==> src/common/csr_pkg.sv <==
// What this block does
// - Bit 4 reads aux clock present
// - Bit 5 reads oscillator clock present
// - Bit 6 reads PLL locked
// - Bit 7 low powers down; resets high
// - Bit 8 low asserts reset or hold
// - Test modes only when bit 9 set
// - Bits 10-12 read-only revision, writes ignored
// - Test mode plus bit 13 disables I/O blocks
// - Status code 1000 shows active reference
// - Status code 0000 shows reference detector
// - Bits 25/26 read reference activity flags
// - Divider codes for divide 1 to 5
// - Prescaled codes divide 4 to 80 with lag
// - Feedback divider uses same encoding
// - Mode pin low selects pin configuration
// - Pins sampled at power-up or leaving power-down
// - Pin one swaps dividers; aux pin steers mux
// - Pin two picks output buffer type field
// - Two-bit reference input buffer type
// - Bits 2-3 choose reference under internal control
// - External pin chooses; oscillator override wins
// - Hold select high means hold, low reset
package csr_pkg;

  localparam int REG_W = 28;
  localparam int FRAME_W = 32;
  localparam int ADDR_W = 4;
  localparam logic [5:0] FRAME_BITS = 6'h20;

  // Register addresses carried in the frame's low nibble
  localparam logic [3:0] OFF_REF_CFG = 4'h0;
  localparam logic [3:0] OFF_OUT1_CFG = 4'h1;
  localparam logic [3:0] OFF_FB_CFG = 4'hb;
  localparam logic [3:0] OFF_STAT = 4'hc;
  localparam logic [3:0] OFF_READ_CMD = 4'he;

  // Reset values
  localparam logic [27:0] RST_REF_CFG = 28'h0000000;
  localparam logic [27:0] RST_OUT1_CFG = 28'h0000000;
  localparam logic [27:0] RST_FB_CFG = 28'h0000000;
  localparam logic [27:0] RST_STAT = 28'h0000180;
  // Bit 16 is reserved and reads 0; bits 17-24 hold the status select and test fields
  localparam logic [27:0] STAT_WR_MASK = 28'h1fee380;

  // Status and control register fields
  localparam int B_AUX_PRES = 4;
  localparam int B_OSC_PRES = 5;
  localparam int B_LOCK = 6;
  localparam int B_PD_N = 7;
  localparam int B_RST_HOLD_N = 8;
  localparam int B_TEST_MODE_ENABLE = 9;
  localparam int B_REV_LO = 10;
  localparam int B_IO_DIS = 13;
  localparam int B_STAT_SEL_LO = 17;
  localparam int B_PRI_ACT = 25;
  localparam int B_SEC_ACT = 26;

  // Reference configuration fields
  localparam int B_IN_TYPE_X = 0;
  localparam int B_IN_TYPE_Y = 1;
  localparam int B_PRI_CHOOSE = 2;
  localparam int B_SEC_CHOOSE = 3;
  localparam int B_OSC_OVR = 4;
  localparam int B_REF_SRC = 5;
  localparam int B_OBUF_LX = 24;
  localparam int B_OBUF_LY = 25;
  localparam int B_OBUF_HX = 26;
  localparam int B_OBUF_HY = 27;

  // Divider fields
  localparam int B_OUT_DIV_LO = 13;
  localparam int B_FB_DIV_LO = 5;
  localparam int B_OUT_MUX = 21;
  localparam int B_HOLD_SEL = 25;

  // Status pin selections
  localparam logic [3:0] STAT_SEL_REFDET = 4'h0;
  localparam logic [3:0] STAT_SEL_ACTREF = 4'h8;

  // Buffer type codes {X,Y}
  localparam logic [1:0] OBUF_LVCMOS = 2'h0;
  localparam logic [1:0] OBUF_LVPECL = 2'h1;
  localparam logic [1:0] OBUF_DISABLE = 2'h2;
  localparam logic [1:0] OBUF_LVDS = 2'h3;
  localparam logic [1:0] IBUF_LVCMOS = 2'h0;
  localparam logic [1:0] IBUF_LVPECL = 2'h2;
  localparam logic [1:0] IBUF_LVDS = 2'h3;

  // Divider encoding: top two select bits
  localparam logic [1:0] DIV_TOP_PRESCALE = 2'h0;
  localparam logic [1:0] DIV_TOP_BYPASS = 2'h1;
  localparam logic [1:0] DIV_TOP_SMALL = 2'h2;
  localparam logic [7:0] LAG_BASE0 = 8'h1d;
  localparam logic [7:0] LAG_BASE1 = 8'h2a;
  localparam logic [7:0] LAG_BASE2 = 8'h39;
  localparam logic [7:0] LAG_BASE3 = 8'h46;

  typedef enum logic [1:0] {
    CSR_SPI_IDLE = 2'b01,
    CSR_SPI_SHIFT = 2'b10
  } csr_spi_e;

  typedef struct packed {
    logic aux_clock_present;
    logic osc_clock_present;
    logic pll_locked;
    logic primary_ref_activity;
    logic secondary_ref_activity;
    logic ref_freq_detect;
    logic active_ref_primary;
  } csr_stat_s;

  typedef struct packed {
    logic pri_en;
    logic sec_en;
    logic auto_sel;
    logic osc_sel;
  } csr_refsel_s;

  // Lag is counted in half cycles of the divide-by-one clock
  typedef struct packed {
    logic valid;
    logic [6:0] ratio;
    logic [7:0] lag_half;
  } csr_div_s;

  function automatic logic [6:0] div_field(input logic [27:0] word, input int lo);
    div_field = word[lo +: 7];
  endfunction

endpackage

==> src/core/csr_div_decode.sv <==
`timescale 1ns/1ps
module csr_div_decode
  import csr_pkg::*;
(
  // Divider select code
  input wire logic [6:0] sel,
  // Decoded ratio and lag
  output csr_div_s dec
);
  wire [1:0] top = sel[6:5];
  wire [2:0] grp = sel[4:2];
  wire [1:0] idx = sel[1:0];
  wire [7:0] lag_base = (idx == 2'h0) ? LAG_BASE0 :
                        (idx == 2'h1) ? LAG_BASE1 :
                        (idx == 2'h2) ? LAG_BASE2 : LAG_BASE3;
  wire [7:0] step = (8'(idx) + 8'h02) * 8'h02;
  wire [7:0] pre_ratio = (8'(grp) + 8'h01) * step;
  wire [7:0] pre_lag = lag_base + 8'(grp) * step;
  wire is_pre = (top == DIV_TOP_PRESCALE);
  wire is_one = (top == DIV_TOP_BYPASS) && (sel[4:0] == 5'h00);
  wire is_small = (top == DIV_TOP_SMALL) && (grp == 3'h0);

  // Even small divides lag by half a cycle, odd ones do not
  assign dec.valid = is_pre | is_one | is_small;
  assign dec.ratio = is_pre ? pre_ratio[6:0] :
                     is_one ? 7'h01 :
                     is_small ? 7'(8'(idx) + 8'h02) : 7'h00;
  assign dec.lag_half = is_pre ? pre_lag :
                        (is_small && !idx[0]) ? 8'h01 : 8'h00;
endmodule // csr_div_decode

==> src/core/csr_regs.sv <==
`timescale 1ns/1ps
module csr_regs
  import csr_pkg::*;
#(
  parameter logic [2:0] REVISION = 3'h0 // Arbitrary value
)(
  // Clock and reset
  input wire logic SYS_CLK,
  input wire logic NRST,
  // Serial link, doubling as configuration pins
  input wire logic MODE_SELECT,
  input wire logic SPI_CLK,
  input wire logic SPI_LE,
  input wire logic SPI_MOSI,
  output logic SPI_MISO,
  // Static control pins
  input wire logic AUX_SEL,
  input wire logic REF_SEL,
  input wire logic PD_PIN_N,
  // Live status from the clock core
  input csr_stat_s STAT_IN,
  // Controls to the clock core
  output logic STATUS_PIN,
  output logic POWER_DOWN,
  output logic RESET_ASSERT,
  output logic HOLD_ASSERT,
  output logic TEST_MODE_EN,
  output logic IO_BLOCK_DISABLE,
  output csr_refsel_s REF_SEL_OUT,
  output logic [1:0] REF_INPUT_TYPE,
  output logic [1:0] OUT_BUFFER_TYPE,
  output logic DIVIDER_SWAP,
  output logic AUX_MUX_SEL,
  output csr_div_s OUT_DIV,
  output csr_div_s FB_DIV
);

  csr_spi_e state_reg, state_next;
  logic [27:0] ref_cfg_reg, out1_cfg_reg, fb_cfg_reg, stat_reg;
  logic [31:0] shift_reg, rd_shift_reg;
  logic [5:0] cnt_reg;
  logic [3:0] rd_addr_reg;
  logic sclk_reg, le_reg, first_reg, pwr_up_reg;
  logic cd_swap_reg, cd_buf_reg, cd_aux_reg;
  csr_div_s out_dec, fb_dec;

  // Pin mode turns the serial pins into static configuration pins
  wire cd_mode = !MODE_SELECT;
  wire sclk_rise = SPI_CLK && !sclk_reg;
  wire sclk_fall = !SPI_CLK && sclk_reg;
  wire le_rise = SPI_LE && !le_reg;
  wire le_fall = !SPI_LE && le_reg;
  wire in_shift = (state_reg == CSR_SPI_SHIFT);

  // A short frame is dropped rather than written half-filled
  wire wr_en = in_shift && le_rise && (cnt_reg == FRAME_BITS) && !cd_mode;
  wire [3:0] wr_addr = shift_reg[3:0];
  wire [27:0] wr_data = shift_reg[31:4];

  // Live status merged into the control bits
  wire [27:0] stat_view = (stat_reg & STAT_WR_MASK)
    | (28'(STAT_IN.aux_clock_present) << B_AUX_PRES)
    | (28'(STAT_IN.osc_clock_present) << B_OSC_PRES)
    | (28'(STAT_IN.pll_locked) << B_LOCK)
    | (28'(REVISION) << B_REV_LO)
    | (28'(STAT_IN.primary_ref_activity) << B_PRI_ACT)
    | (28'(STAT_IN.secondary_ref_activity) << B_SEC_ACT);

  wire [27:0] rd_data = (rd_addr_reg == OFF_REF_CFG) ? ref_cfg_reg :
                        (rd_addr_reg == OFF_OUT1_CFG) ? out1_cfg_reg :
                        (rd_addr_reg == OFF_FB_CFG) ? fb_cfg_reg :
                        (rd_addr_reg == OFF_STAT) ? stat_view : 28'h0000000;
  wire [31:0] rd_word = {rd_data, rd_addr_reg};

  // Pin sampling only at power-up or on leaving power-down
  wire pwr_up = PD_PIN_N && stat_reg[B_PD_N];
  wire cd_sample = first_reg || (pwr_up && !pwr_up_reg);

  // Decoded controls
  wire test_mode_enable = stat_reg[B_TEST_MODE_ENABLE];
  wire hold_sel = fb_cfg_reg[B_HOLD_SEL];
  wire rh_on = !stat_reg[B_RST_HOLD_N];
  wire [3:0] stat_sel = stat_reg[B_STAT_SEL_LO +: 4];
  wire status_next = (stat_sel == STAT_SEL_ACTREF) ? STAT_IN.active_ref_primary :
                     (stat_sel == STAT_SEL_REFDET) ? STAT_IN.ref_freq_detect : 1'b0;
  wire osc_ovr = ref_cfg_reg[B_OSC_OVR];
  wire ref_src = ref_cfg_reg[B_REF_SRC];
  wire pri_pick = ref_src ? ref_cfg_reg[B_PRI_CHOOSE] : REF_SEL;
  wire sec_pick = ref_src ? ref_cfg_reg[B_SEC_CHOOSE] : !REF_SEL;
  csr_refsel_s refsel_next;
  assign refsel_next.osc_sel = osc_ovr;
  assign refsel_next.pri_en = !osc_ovr && pri_pick;
  assign refsel_next.sec_en = !osc_ovr && sec_pick;
  assign refsel_next.auto_sel = !osc_ovr && ref_src && pri_pick && sec_pick;
  wire buf_pin = cd_mode && cd_buf_reg;
  wire [1:0] obuf_next = buf_pin ? {ref_cfg_reg[B_OBUF_HX], ref_cfg_reg[B_OBUF_HY]} :
                                   {ref_cfg_reg[B_OBUF_LX], ref_cfg_reg[B_OBUF_LY]};
  wire [1:0] ibuf_next = {ref_cfg_reg[B_IN_TYPE_X], ref_cfg_reg[B_IN_TYPE_Y]};

  csr_div_decode u_out_dec (
    .sel(div_field(out1_cfg_reg, B_OUT_DIV_LO)),
    .dec(out_dec)
  );

  csr_div_decode u_fb_dec (
    .sel(div_field(fb_cfg_reg, B_FB_DIV_LO)),
    .dec(fb_dec)
  );

  always_comb begin
    state_next = state_reg;
    case (state_reg)
      CSR_SPI_IDLE: begin
        if (le_fall && !cd_mode) begin
          state_next = CSR_SPI_SHIFT;
        end
      end
      CSR_SPI_SHIFT: begin
        if (le_rise || cd_mode) begin
          state_next = CSR_SPI_IDLE;
        end
      end
      default: state_next = CSR_SPI_IDLE;
    endcase
  end

  // Link framing
  always_ff @(posedge SYS_CLK or negedge NRST) begin
    if (!NRST) begin
      state_reg <= CSR_SPI_IDLE;
      sclk_reg <= 1'b0;
      le_reg <= 1'b1;
      cnt_reg <= 6'h00;
      shift_reg <= 32'h00000000;
    end else begin
      state_reg <= state_next;
      sclk_reg <= SPI_CLK;
      le_reg <= SPI_LE;
      if (le_fall) begin
        cnt_reg <= 6'h00;
      end else if (in_shift && sclk_rise && cnt_reg != FRAME_BITS) begin
        cnt_reg <= cnt_reg + 6'h01;
        shift_reg <= {SPI_MOSI, shift_reg[31:1]};
      end
    end
  end

  // Readback shifts out least significant bit first on falling clock
  always_ff @(posedge SYS_CLK or negedge NRST) begin
    if (!NRST) begin
      rd_shift_reg <= 32'h00000000;
      rd_addr_reg <= OFF_STAT;
      SPI_MISO <= 1'b0;
    end else begin
      if (le_fall && !cd_mode) begin
        SPI_MISO <= rd_word[0];
        rd_shift_reg <= {1'b0, rd_word[31:1]};
      end else if (in_shift && sclk_fall) begin
        SPI_MISO <= rd_shift_reg[0];
        rd_shift_reg <= {1'b0, rd_shift_reg[31:1]};
      end
      if (wr_en && wr_addr == OFF_READ_CMD) begin
        rd_addr_reg <= wr_data[3:0];
      end
    end
  end

  // Register writes; status and read-only bits are masked
  always_ff @(posedge SYS_CLK or negedge NRST) begin
    if (!NRST) begin
      ref_cfg_reg <= RST_REF_CFG;
      out1_cfg_reg <= RST_OUT1_CFG;
      fb_cfg_reg <= RST_FB_CFG;
      stat_reg <= RST_STAT;
    end else if (wr_en) begin
      if (wr_addr == OFF_REF_CFG) ref_cfg_reg <= wr_data;
      if (wr_addr == OFF_OUT1_CFG) out1_cfg_reg <= wr_data;
      if (wr_addr == OFF_FB_CFG) fb_cfg_reg <= wr_data;
      if (wr_addr == OFF_STAT) stat_reg <= wr_data & STAT_WR_MASK;
    end
  end

  // Configuration pins latched at power-up or on leaving power-down, other wiggles ignored
  always_ff @(posedge SYS_CLK or negedge NRST) begin
    if (!NRST) begin
      first_reg <= 1'b1;
      pwr_up_reg <= 1'b0;
      cd_swap_reg <= 1'b0;
      cd_buf_reg <= 1'b0;
      cd_aux_reg <= 1'b0;
    end else begin
      first_reg <= 1'b0;
      pwr_up_reg <= pwr_up;
      if (cd_sample && cd_mode) begin
        cd_swap_reg <= SPI_CLK;
        cd_buf_reg <= SPI_MOSI;
        cd_aux_reg <= AUX_SEL;
      end
    end
  end

  // Registered controls
  always_ff @(posedge SYS_CLK or negedge NRST) begin
    if (!NRST) begin
      STATUS_PIN <= 1'b0;
      POWER_DOWN <= 1'b0;
      RESET_ASSERT <= 1'b0;
      HOLD_ASSERT <= 1'b0;
      TEST_MODE_EN <= 1'b0;
      IO_BLOCK_DISABLE <= 1'b0;
      REF_SEL_OUT <= '0;
      REF_INPUT_TYPE <= IBUF_LVCMOS;
      OUT_BUFFER_TYPE <= OBUF_LVCMOS;
      DIVIDER_SWAP <= 1'b0;
      AUX_MUX_SEL <= 1'b0;
      OUT_DIV <= '0;
      FB_DIV <= '0;
    end else begin
      STATUS_PIN <= status_next;
      POWER_DOWN <= !pwr_up;
      RESET_ASSERT <= rh_on && !hold_sel;
      HOLD_ASSERT <= rh_on && hold_sel;
      TEST_MODE_EN <= test_mode_enable;
      IO_BLOCK_DISABLE <= test_mode_enable && stat_reg[B_IO_DIS];
      REF_SEL_OUT <= refsel_next;
      REF_INPUT_TYPE <= ibuf_next;
      OUT_BUFFER_TYPE <= obuf_next;
      DIVIDER_SWAP <= cd_mode && cd_swap_reg;
      AUX_MUX_SEL <= cd_mode ? cd_aux_reg : fb_cfg_reg[B_OUT_MUX];
      OUT_DIV <= out_dec;
      FB_DIV <= fb_dec;
    end
  end
endmodule // csr_regs

==> config.mk <==
export PLATFORM = sky130hd
export DESIGN_NAME = csr_regs
export DESIGN_NICKNAME = d
export VERILOG_FILES = /design/src/common/csr_pkg.sv /design/src/core/csr_div_decode.sv /design/src/core/csr_regs.sv
export SDC_FILE = /design/constraint.sdc
export NUM_CORES = 1
export LEC_CHECK = 0
export BUFFER_PORTS_ARGS = -buffer_cell sky130_fd_sc_hd__buf_2
export CAP_MARGIN = 30
export CORE_ASPECT_RATIO = 0.5
export CORE_MARGIN = 5
export CORE_UTILIZATION = 40
export DETAILED_ROUTE_END_ITERATION = 6
export GPL_ROUTABILITY_DRIVEN = 0
export PLACE_DENSITY = 0.58
export SYNTH_ARGS = -nofsm -noshare
export SYNTH_HDL_FRONTEND = slang
export SYNTH_SLANG_ARGS = --single-unit
==> constraint.sdc <==
create_clock -name SYS_CLK -period 5.3 [get_ports SYS_CLK]
set_input_delay 0 -clock SYS_CLK [delete_from_list [all_inputs] [get_ports SYS_CLK]]
set_output_delay 0 -clock SYS_CLK [all_outputs]
set_load 0.1 [all_outputs]
Yosys cells after proc, flatten, opt, wreduce, memory -nomap -nowiden
Cells that the tools add are included.
W data, S select, Z words.

word-level totals
  register bits = 230
  bits in latches = 0
  RAM bits = 0
  bits in read-only memories = 0
  input port bits = 16
  output and inout bits = 49
  word-level logic and storage cells = 180
  memories = 0

operators by class
  add/sub/neg operators = 7
  $mul = 4
  divide/modulo/power cells = 0
  magnitude comparators = 0
  eq/ne operators = 22
  shift-type cells = 0
  mux-type cells = 35
  bitwise gates (word level) = 10
  reductions and logical operators = 65

operator list
  cell                   number
  $mux W28               3
  $mux W32               2
  $mux W7                8
  $mux W8                6
  $logic_and A1 B1 Y1    31
  $mux W27               1
  $or A26 B27 Y27        1
  $or A25 B26 Y26        1
  $or A25 B5 Y25         1
  $or A25 B6 Y25         1
  $or A25 B7 Y25         1
  $eq A4 B4 Y1 const B   6
  $add A8 B8 Y8          2
  $mul A8 B7 Y6          2
  $mul A3 B7 Y7          2
  $logic_not A1 Y1       13
  $logic_not A4 Y1       3
  $mux W6                2
  $reduce_and A2 Y1      6
  $eq A2 B1 Y1 const B   5
  $eq A2 B2 Y1 const B   5
  $logic_not A5 Y1       2
  $mux W1                9
  $add A3 B1 Y4 const B  2
  15 further kinds       28

Longest topological paths before layout
Gate-level depths: netlist (run 1).

  word-level depth = 10
  depth in mapped cells = 14
  gate-level depth less buffers = 13

Modules after synthesis
From an unflattened synthesis (run 1), not the netlist that was laid out.

second synthesis, totals
  cells, all modules = 919
  area, all modules = 11111.9 sq um

by module, submodules not included
  module          instances  cells an instance  area an instance (sq um)  seq. area each (sq um)
  csr_regs        1          685                9405.3                    5739.3
  csr_div_decode  2          117                853.3                     0.0

Least setup slack after synthesis (run 1)
Ideal clock, no wire load.

  path kind = register -> register
  start point = reg out1_cfg_reg[14]
  end point = reg OUT_DIV[6] (netlist bit)
  library setup time = 86 ps
  arrival time = 2938 ps
  data required time = 5214 ps
  path slack = 2276 ps
  stages on the path, launching flop included = 14
  buffers on the path = 1
  clock period less this slack = 3024 ps
  cell sequence = dfrtp_1 -> clkbuf_1 -> clkinv_1 -> nand2_1 -> fa_1 -> inv_1 -> ha_1 -> inv_1 -> fa_1 -> xnor2_1 -> ha_1 -> a21o_1 -> o21a_1 -> nor3_1

RTL lines
  element                 RTL line         RTL
  from (decl)             csr_regs.sv:39   logic [27:0] ref_cfg_reg, out1_cfg_reg, fb_cfg_reg, stat_reg;
  from (signal assigned)  csr_regs.sv:177  if (wr_addr == OFF_OUT1_CFG) out1_cfg_reg <= wr_data;
  to (signal assigned)    csr_regs.sv:230  OUT_DIV <= out_dec;
  to (decl)               csr_regs.sv:34   output csr_div_s OUT_DIV,

==> results.cfg, run 1 <==
[status]
status = completed

[placement]
place_area_um2 = 11700
hpwl_um = 16400
post-place-cells = 1305
portBuffers = 64

[clock_network]
cts_resized = 0
cts-root-buf = clkbuf_16
cts_tree = yes
ctsLongestPathBuffers = 3
cts_setup_buffers = 0
clkTransAtPathRegs_ns = 0.07
clkSinkCount = 229
cts_buffers = 23
cts_max_level = 1
clk_latency_ns = 0.51

[layout]
syn_to_final_growth_pct = 14.8
num_antenna_cells = 0
fin_cells = 1361
nets = 1053
design_area_um2 = 12700
largest_reg_flops = 32
drive_above_1_share_pct = 27.7
num-fill-cells = 2496

[critical_path]
path_class = register to register
critical_path.endpoint_type = register
rr_startpoint = out1_cfg_reg[14]
r2r_end = OUT_DIV[6]
worstPathArrival_ns = 3.70
start_kind = register
critPathMaxFanout = 13
worst_ep_required_time_ns = 5.72
reg2reg_setup_slack_ns = 2.02
reg2reg_depth = 12

[die]
start_util_pct = 40.2
rows = 43
dieArea_um2 = 31200
io-pin-count = 65
die_h_um = 127
die_w_um = 245
core-area_um2 = 27400

[yosys]
syn_area_per_cell_um2 = 11.9
syn_nets = 992
synthFlopType = dfrtp_1
synthTopCellsByArea = dfrtp_1 (50%), mux2_2 (14%), ha_1 (5.0%)
yosysUniqueCellTypes = 58
synth_edf_count = 0
yosysTopAreaCellShare_pct = 50.4
yosys-top-cells-count = dfrtp_1 (222), mux2_2 (140), nor2_1 (53)
syn_inst = 924
yosysWarningCount = 0
seq_area_frac_synth_pct = 52.0
async_flop_share_pct = 100
synth-seq-cells = 229
syn_area_um2 = 11000
yosysMostFrequentCell = dfrtp_1
synth_top_cell_by_area = dfrtp_1

[drt]
wl_per_cell_um = 18.8
maxUsedRoutingLayer = met4
postRouteAntennaNets = 0
wl_met1_um = 12200
wl_met3_um = 1640
drt_first_pass_iters = 5
avgViaCountPerCell = 5.36
first_iter_violations = 510
drcViolationCount = 0
wl_met2_um = 11300
num_vias = 7292
routed_wl_um = 25600

[grt]
grt_pass1_wl_um = 42300
grtUsageTotal_pct = 16.8
grt_overflow_total = 0
grt_pass1_vias = 7495
antenna_found_initial = 0
grt_max_degree = 142

[sta]
min_period_ns = 3.28
worst_slew_pin_slew_ns = 1.06
tns_ns = 0
max_freq_mhz = 305
hold_violations = 0
max_slew_margin_pct = 29.0
setup_viol = 0
grt_setup_unrepaired = false
maxSlewViolCount = 0
fin_crit_sh_pct = 61.9
finClkSkew_ns = 0.0103

[power_and_ir_drop]
power.density_nw_per_um2 = 292
finalPower_mw = 3.70
ir_worst_vdd_mv = 0.215
p_leak_nw = 6.32

[worst_hold_path]
whs_endpoint = le_reg
hold_start = SPI_LE
min_path_cells = 2
hp-class = primary input to register

[flow_run]
max_cap_viol_count = 0
==> timing repair <==
action,CTS,global route
hold buffers,15,0
hold endpoints to repair,160,0
setup endpoints to repair,0,0
==> per-stage QoR <==
stage | utilization [%] | setup WS, ns | hold WS, ns
final | 46.1 | 2.02 | 0.191
after floorplan | - | 2.28 | -0.296
after global routing | 46.1 | 1.79 | 0.191
after global placement | 42.6 | 2.22 | 0.159
after CTS | 46.1 | 2.00 | 0.170
after detailed placement | 42.6 | 2.03 | 0.162
==> layout make-up <==
type / count / area, um2 / area share [%]
inverter: 35 / 131 / 1.04
clock inverter: 11 / 158 / 1.25
multi-input combinational: 605 / 4960 / 39.2
tap: 360 / 450 / 3.56
sequential: 229 / 5740 / 45.3
clock buffer: 30 / 652 / 5.15
timing repair buffer: 91 / 571 / 4.51
==> where the power goes <==
part | switching [mW] | internal [mW] | total (mW) | leakage (nW)
logic | 0.101 | 0.0502 | 0.151 | 2.88
registers | 0.0229 | 1.79 | 1.81 | 3.04
clock network | 0.683 | 1.06 | 1.74 | 0.402
total | 0.807 | 2.90 | 3.70 | 6.32
==> worst max-delay path, stage by stage, from the launching register on <==
cell and delay, ns:
dfrtp_1 0.59, clkinv_1 0.30, nand2_1 0.16, fa_1 0.42, inv_1 0.07, ha_1 0.17
inv_1 0.06, fa_1 0.39, xnor2_1 0.14, ha_1 0.34, a21o_1 0.21, o21a_1 0.17
nor3_1 0.16
==> layer usage <==
metal,vias to the layer above,GRT usage [%]
met1,3677,24.5
met5,-,0
li1,3418,-
met2,163,26.3
met4,0,3.13
met3,34,3.51
==> worst max path at each step <==
stage,start,end,slack [ns]
floorplan,out1_cfg_reg[14],OUT_DIV[6],2.28
global placement,out1_cfg_reg[14],OUT_DIV[6],2.22
detailed placement,out1_cfg_reg[14],OUT_DIV[6],2.03
CTS,out1_cfg_reg[14],OUT_DIV[6],2.00
global route,out1_cfg_reg[14],OUT_DIV[6],1.79
finish,out1_cfg_reg[14],OUT_DIV[6],2.02
==> cell usage in the layout (no fill, tap or decap), types with 4 or more instances in the layout <==
| cell type | instances |
|---|---|
| a211oi_1 | 37 |
| a21o_1 | 10 |
| a21oi_1 | 34 |
| a221oi_1 | 6 |
| a22o_1 | 6 |
| a22oi_1 | 8 |
| a31oi_1 | 5 |
| a32oi_1 | 6 |
| and2_1 | 15 |
| and3_1 | 4 |
| buf_2 | 63 |
| buf_4 | 12 |
| bufinv_16 | 4 |
| clkbuf_16 | 23 |
| clkbuf_8 | 5 |
| clkinv_2 | 6 |
| dfrtp_1 | 222 |
| dfstp_2 | 7 |
| dlygate4sd3_1 | 15 |
| fa_1 | 8 |
| ha_1 | 44 |
| inv_1 | 34 |
| mux2_2 | 140 |
| mux2i_1 | 23 |
| nand2_1 | 51 |
| nand2b_1 | 14 |
| nand3_1 | 21 |
| nand4_1 | 5 |
| nor2_1 | 53 |
| nor2b_1 | 19 |
| nor3_1 | 10 |
| o21ai_0 | 13 |
| or4_1 | 9 |
| xnor2_1 | 14 |
| xor2_1 | 5 |
==> logic make-up (layout without fill, tap and decap cells) <==
family                   Yosys count  after routing  share of synthesized area (%)
flip-flops                       229            229                           52.0
AND/OR/NAND/NOR                  228            228                           11.3
multiplexers                     166            166                           16.7
AO/OA/AOI/OAI                    139            139                           8.66
buffers and inverters             90            167                           3.29
adder cells (fa/ha/maj)           52             52                           6.44
XOR/XNOR                          19             19                           1.51
other                              1              1                         0.0340
No activity file was read; power rests on OpenSTA's default activity.
==> run 2: changes to the inputs <==
==> constraint.sdc (replaced) <==
create_clock -name SYS_CLK -period 3.1 [get_ports SYS_CLK]
set_input_delay 0 -clock SYS_CLK [delete_from_list [all_inputs] [get_ports SYS_CLK]]
set_output_delay 0 -clock SYS_CLK [all_outputs]
set_load 0.1 [all_outputs]
==> run 2 against run 1 <==
First-iteration DRC count decreased by 3.7%. Sequential share of layout area down 0.90 points. Clock-buffer cell count grew 2. Clock power rose by 89%. Sequential power increased by 71%. Sequential cell count did not move. Hold slack got worse by 0.17 ns. Largest cell class unchanged. Largest power group is now clock. Highest routed layer unchanged.
==> results.cfg, run 2 (synthesized netlist as in run 1, its figures left out) <==
[drt]
wl_per_cell_um = 18.6
avgViaCountPerCell = 5.36
drt_first_pass_iters = 4
num_vias = 7427
drcViolationCount = 0
postRouteAntennaNets = 0
routed_wl_um = 25800
first_iter_violations = 491

[placement]
post-place-cells = 1328
hpwl_um = 17200
portBuffers = 64

[layout]
final_util_pct = 47.1
final_cell_mix = dfrtp_1 (222), mux2_2 (140), buf_2 (63)
syn_to_final_growth_pct = 17.1
largest_reg_flops = 32
num_antenna_cells = 0
nets = 1076
final_common_cell = dfrtp_1
fin_cells = 1386
drive_above_1_share_pct = 29.4

[power_and_ir_drop]
power.density_nw_per_um2 = 513
ir_worst_vdd_mv = 0.351
p_leak_nw = 6.48

[clock_network]
cts_buffers = 24
cts_max_level = 1
clkSinkCount = 229
cts-root-buf = clkbuf_16
clkTransAtPathRegs_ns = 0.06
cts_tree = yes
clk_latency_ns = 0.53
cts_resized = 0
cts_setup_buffers = 0
holdBufCountCts = 14
ctsLongestPathBuffers = 3

[grt]
antenna_found_initial = 0
grt_max_degree = 93
grt_overflow_total = 0
grt.busiest_layer = met2
grt_pass1_vias = 7797
grtUsageTotal_pct = 16.9
grt_pass1_wl_um = 43000
use_met3_pct = 3.11
grt_util_met1_pct = 25.3
grt_util_met2_pct = 26.2

[critical_path]
worst_ep_required_time_ns = 3.54
start_kind = register
crit_top_cell = inv_1
path_class = register to register
path_cells = inv_1 -> nand2_1 -> fa_1 -> inv_1 -> ha_1 -> inv_1 -> fa_1 -> xnor2_1 -> ha_1 -> a21o_1 -> o21a_1 -> nor3_1
worstPathArrival_ns = 3.28
critPathMaxFanout = 6
critical_path.endpoint_type = register
cp_slowest_cell = fa_1
cp_slowest_stage_delay_ns = 0.46

[sta]
tns_ns = 0
min_period_ns = 2.84
fin_crit_sh_pct = 91.7
hold_violations = 0
finClkSkew_ns = 0.00816
grt_setup_unrepaired = false
worst_slew_pin_slew_ns = 0.929
max_slew_margin_pct = 37.5
max_freq_mhz = 352
setup_viol = 0
maxSlewViolCount = 0

[die]
io-pin-count = 65
start_util_pct = 40.2
die_w_um = 245
core-area_um2 = 27400
die_h_um = 127
rows = 43
dieArea_um2 = 31200

[flow_run]
max_cap_viol_count = 0

[status]
status = completed

[worst_hold_path]
hp-class = primary input to register
run 2: critical path, delay by kind of cell, from the launching register on:
kind                     cells  cell delay, ns
AO/OA/AOI/OAI                2            0.35
XOR/XNOR                     1            0.15
buffers and inverters        3            0.29
adder cells (fa/ha/maj)      4            1.33
AND/OR/NAND/NOR              2            0.26
flip-flops                   1            0.37
run 2: power breakdown:
group / switching, mW / total, mW / internal (mW)
sequential: 0.0389 / 3.09 / 3.05
clock: 1.21 / 3.28 / 2.07
combinational: 0.173 / 0.261 / 0.0882
total: 1.42 / 6.63 / 5.21
run 2: worst paths after layout:
| path | start | endpoint | slack, ns | cells after the start |
|---|---|---|---|---|
| setup / recovery | fb_cfg_reg[6] | FB_DIV[6] | 0.26 | 12 |
| hold / removal | STAT_IN[4] | rd_shift_reg[9] | 0.02 | 4 |
| setup reg to reg | fb_cfg_reg[6] | FB_DIV[6] | 0.26 | 12 |
| hold reg to reg | ref_cfg_reg[1] | REF_INPUT_TYPE[0] | 0.42 | 0 |
| max in group asynchronous | NRST | OUT_DIV[11] | 1.97 | 3 |
| min in group asynchronous | NRST | rd_shift_reg[7] | 0.06 | 2 |
run 2: per-layer routing:
metal  up-vias  part of all wire, %
met5         -                    0
met4         0                  1.6
met1      3800                   50
li1       3457                    -
met2       134                   44
met3        36                  4.3
run 2: final cells by class:
class | count | area (um2)
flip-flops and latches | 229 | 5740
fillers | 2473 | 14500
inverters | 35 | 131
clock buffers | 32 | 692
well taps | 360 | 450
repair buffers | 113 | 746
clock inverters | 12 | 213
multi-input cells | 605 | 4950
run 2: through the flow:
stage               cell area, um2  total power, mW  setup slack, ns  hold slack (ns)
floorplan                    11000             3.28           0.0756           -0.296
global placement             11900             3.39            0.346           0.0432
detailed placement           11900             3.40            0.255           0.0517
CTS                          12900             6.72            0.227          0.00315
global route                 12900             6.87           0.0411          0.00426
finish                       12900             6.63            0.256           0.0197
==> run 3: changes to the inputs <==
--- a/config.mk
+++ b/config.mk
@@ -10,6 +10,7 @@
 export CORE_ASPECT_RATIO = 0.5
 export CORE_MARGIN = 5
 export CORE_UTILIZATION = 40
+export CTS_BUF_LIST = sky130_fd_sc_hd__clkbuf_8
 export DETAILED_ROUTE_END_ITERATION = 6
 export GPL_ROUTABILITY_DRIVEN = 0
 export PLACE_DENSITY = 0.58
==> constraint.sdc (replaced) <==
create_clock -name SYS_CLK -period 3.1 [get_ports SYS_CLK]
set_input_delay 0.62 -clock SYS_CLK [delete_from_list [all_inputs] [get_ports SYS_CLK]]
set_output_delay 0.62 -clock SYS_CLK [all_outputs]
set_load 0.1 [all_outputs]
==> run 3 against run 2 <==
Non-clock buffer count decreased by 14. Final cell count increased by 0.29%. Combinational power decreased by 3%. Total power decreased by 12%. Clock-buffer cell count increased by 12. Sequential cell count unchanged. Via count increased by 0.23%. Routed wire length increased by 1.9%. Clock skew increased by 0.022 ns.
==> results.cfg, run 3 (synthesized netlist as in run 1, its figures left out) <==
[layout]
final_cell_mix = dfrtp_1 (222), mux2_2 (140), buf_2 (63)
num-fill-cells = 2479
final_common_cell = dfrtp_1
multi_input_area_um2 = 4950
design_area_um2 = 12600
ff_latch_area_um2 = 5740
drive_above_1_share_pct = 30.0
nets = 1073
largest_reg_flops = 32
syn_to_final_growth_pct = 14.5

[sta]
grt_setup_unrepaired = false
hold_violations = 0
finClkSkew_ns = 0.0303
max_slew_margin_pct = 45.2
worst_slew_pin_slew_ns = 0.814
maxSlewViolCount = 0
setup_viol = 0
max_freq_mhz = 342
tns_ns = 0
fin_crit_sh_pct = 94.3
min_period_ns = 2.92

[clock_network]
cts_max_level = 2
clkSinkCount = 229
cts-root-buf = clkbuf_8
cts_tree = yes
cts_setup_buffers = 0
ctsLongestPathBuffers = 3
clkTransAtPathRegs_ns = 0.06
cts_resized = 0
clk_latency_ns = 0.55
holdBufCountCts = 0
cts_buffers = 35

[power_and_ir_drop]
finalPower_mw = 5.86
p_leak_nw = 6.40
ir_worst_vdd_mv = 0.203
power.density_nw_per_um2 = 464

[placement]
place_area_um2 = 11900
portBuffers = 64
hpwl_um = 17300

[critical_path]
cp_slowest_cell = fa_1
worstPathArrival_ns = 3.36
start_kind = register
path_cells = inv_1 -> nand2_1 -> fa_1 -> inv_1 -> ha_1 -> inv_1 -> fa_1 -> xnor2_1 -> ha_1 -> a21o_1 -> o21a_1 -> nor3_1
crit_top_cell = inv_1
worst_ep_required_time_ns = 3.54
critical_path.endpoint_type = register
critPathMaxFanout = 6
cp_slowest_stage_delay_ns = 0.45
path_class = register to register

[drt]
postRouteAntennaNets = 0
wl_per_cell_um = 18.9
drt_first_pass_iters = 5
drcViolationCount = 0
avgViaCountPerCell = 5.36
routed_wl_um = 26300
num_vias = 7444
first_iter_violations = 455

[die]
start_util_pct = 40.2
io-pin-count = 65
rows = 43
dieArea_um2 = 31200
die_w_um = 245
die_h_um = 127
core-area_um2 = 27400

[worst_hold_path]
hp-class = primary input to asynchronous set/reset pin

[grt]
use_met3_pct = 3.47
grt_max_degree = 86
grt.busiest_layer = met2
grt_pass1_vias = 7663
grt_overflow_total = 0
grt_util_met2_pct = 25.8
grt_util_met1_pct = 24.7
grtUsageTotal_pct = 17.0
grt_pass1_wl_um = 42600
antenna_found_initial = 0

[status]
status = completed

[flow_run]
max_cap_viol_count = 0
run 3: final timing paths:
check | start | endpoint | slack [ns] | cells past startpoint
hold / removal | NRST | REF_SEL_OUT[2] | 0.08 | 1
hold reg to reg | ref_cfg_reg[0] | REF_INPUT_TYPE[1] | 0.43 | 0
max in group asynchronous | NRST | stat_reg[7] | 2.14 | 2
setup / recovery | fb_cfg_reg[6] | FB_DIV[6] | 0.18 | 12
setup reg to reg | fb_cfg_reg[6] | FB_DIV[6] | 0.18 | 12
min in group SYS_CLK | SPI_LE | le_reg | 0.25 | 1
run 3: final cells by class:
| type | count | share of cell area, % |
|---|---|---|
| Clock buffer | 44 | 4.80 |
| Timing Repair Buffer | 99 | 5.19 |
| Sequential cell | 229 | 45.5 |
| Multi-Input combinational cell | 605 | 39.2 |
| Inverter | 35 | 1.04 |
| Antenna cell | 1 | 0.0198 |
| Clock inverter | 17 | 0.743 |
| Tap cell | 360 | 3.57 |
run 3: metrics by stage:
| step | setup slack (ns) | cells | utilization (%) | hold slack (ns) |
|---|---|---|---|---|
| 2_1_floorplan | 0.0756 | 924 | - | 0.324 |
| 3_3_place_gp | 0.342 | 1328 | 43.5 | 0.414 |
| 3_5_place_dp | 0.226 | 1328 | 43.5 | 0.412 |
| 4_1_cts | 0.197 | 1389 | 46.0 | 0.0920 |
| 5_1_grt | 0.0458 | 1389 | 46.0 | 0.127 |
| 6_report | 0.177 | 1390 | 46.0 | 0.0833 |
run 3: where the power goes:
group / leakage (nW) / internal (mW) / switching, mW / total [mW]
sequential: 3.04 / 3.05 / 0.0380 / 3.09
combinational: 2.96 / 0.0805 / 0.172 / 0.253
clock: 0.411 / 1.36 / 1.16 / 2.52
run 3: critical path: cells and delay by family (launching register included):
family | cells | cell delay [ns]
AO/OA/AOI/OAI | 2 | 0.36
buffers and inverters | 3 | 0.30
XOR/XNOR | 1 | 0.15
AND/OR/NAND/NOR | 2 | 0.30
adder cells (fa/ha/maj) | 4 | 1.34
flip-flops | 1 | 0.37
run 3: per-layer routing:
layer,routed length [um],up-vias
met5,0,-
met4,599,0
met3,1350,46
met2,11600,155
met1,12800,3793
li1,-,3450
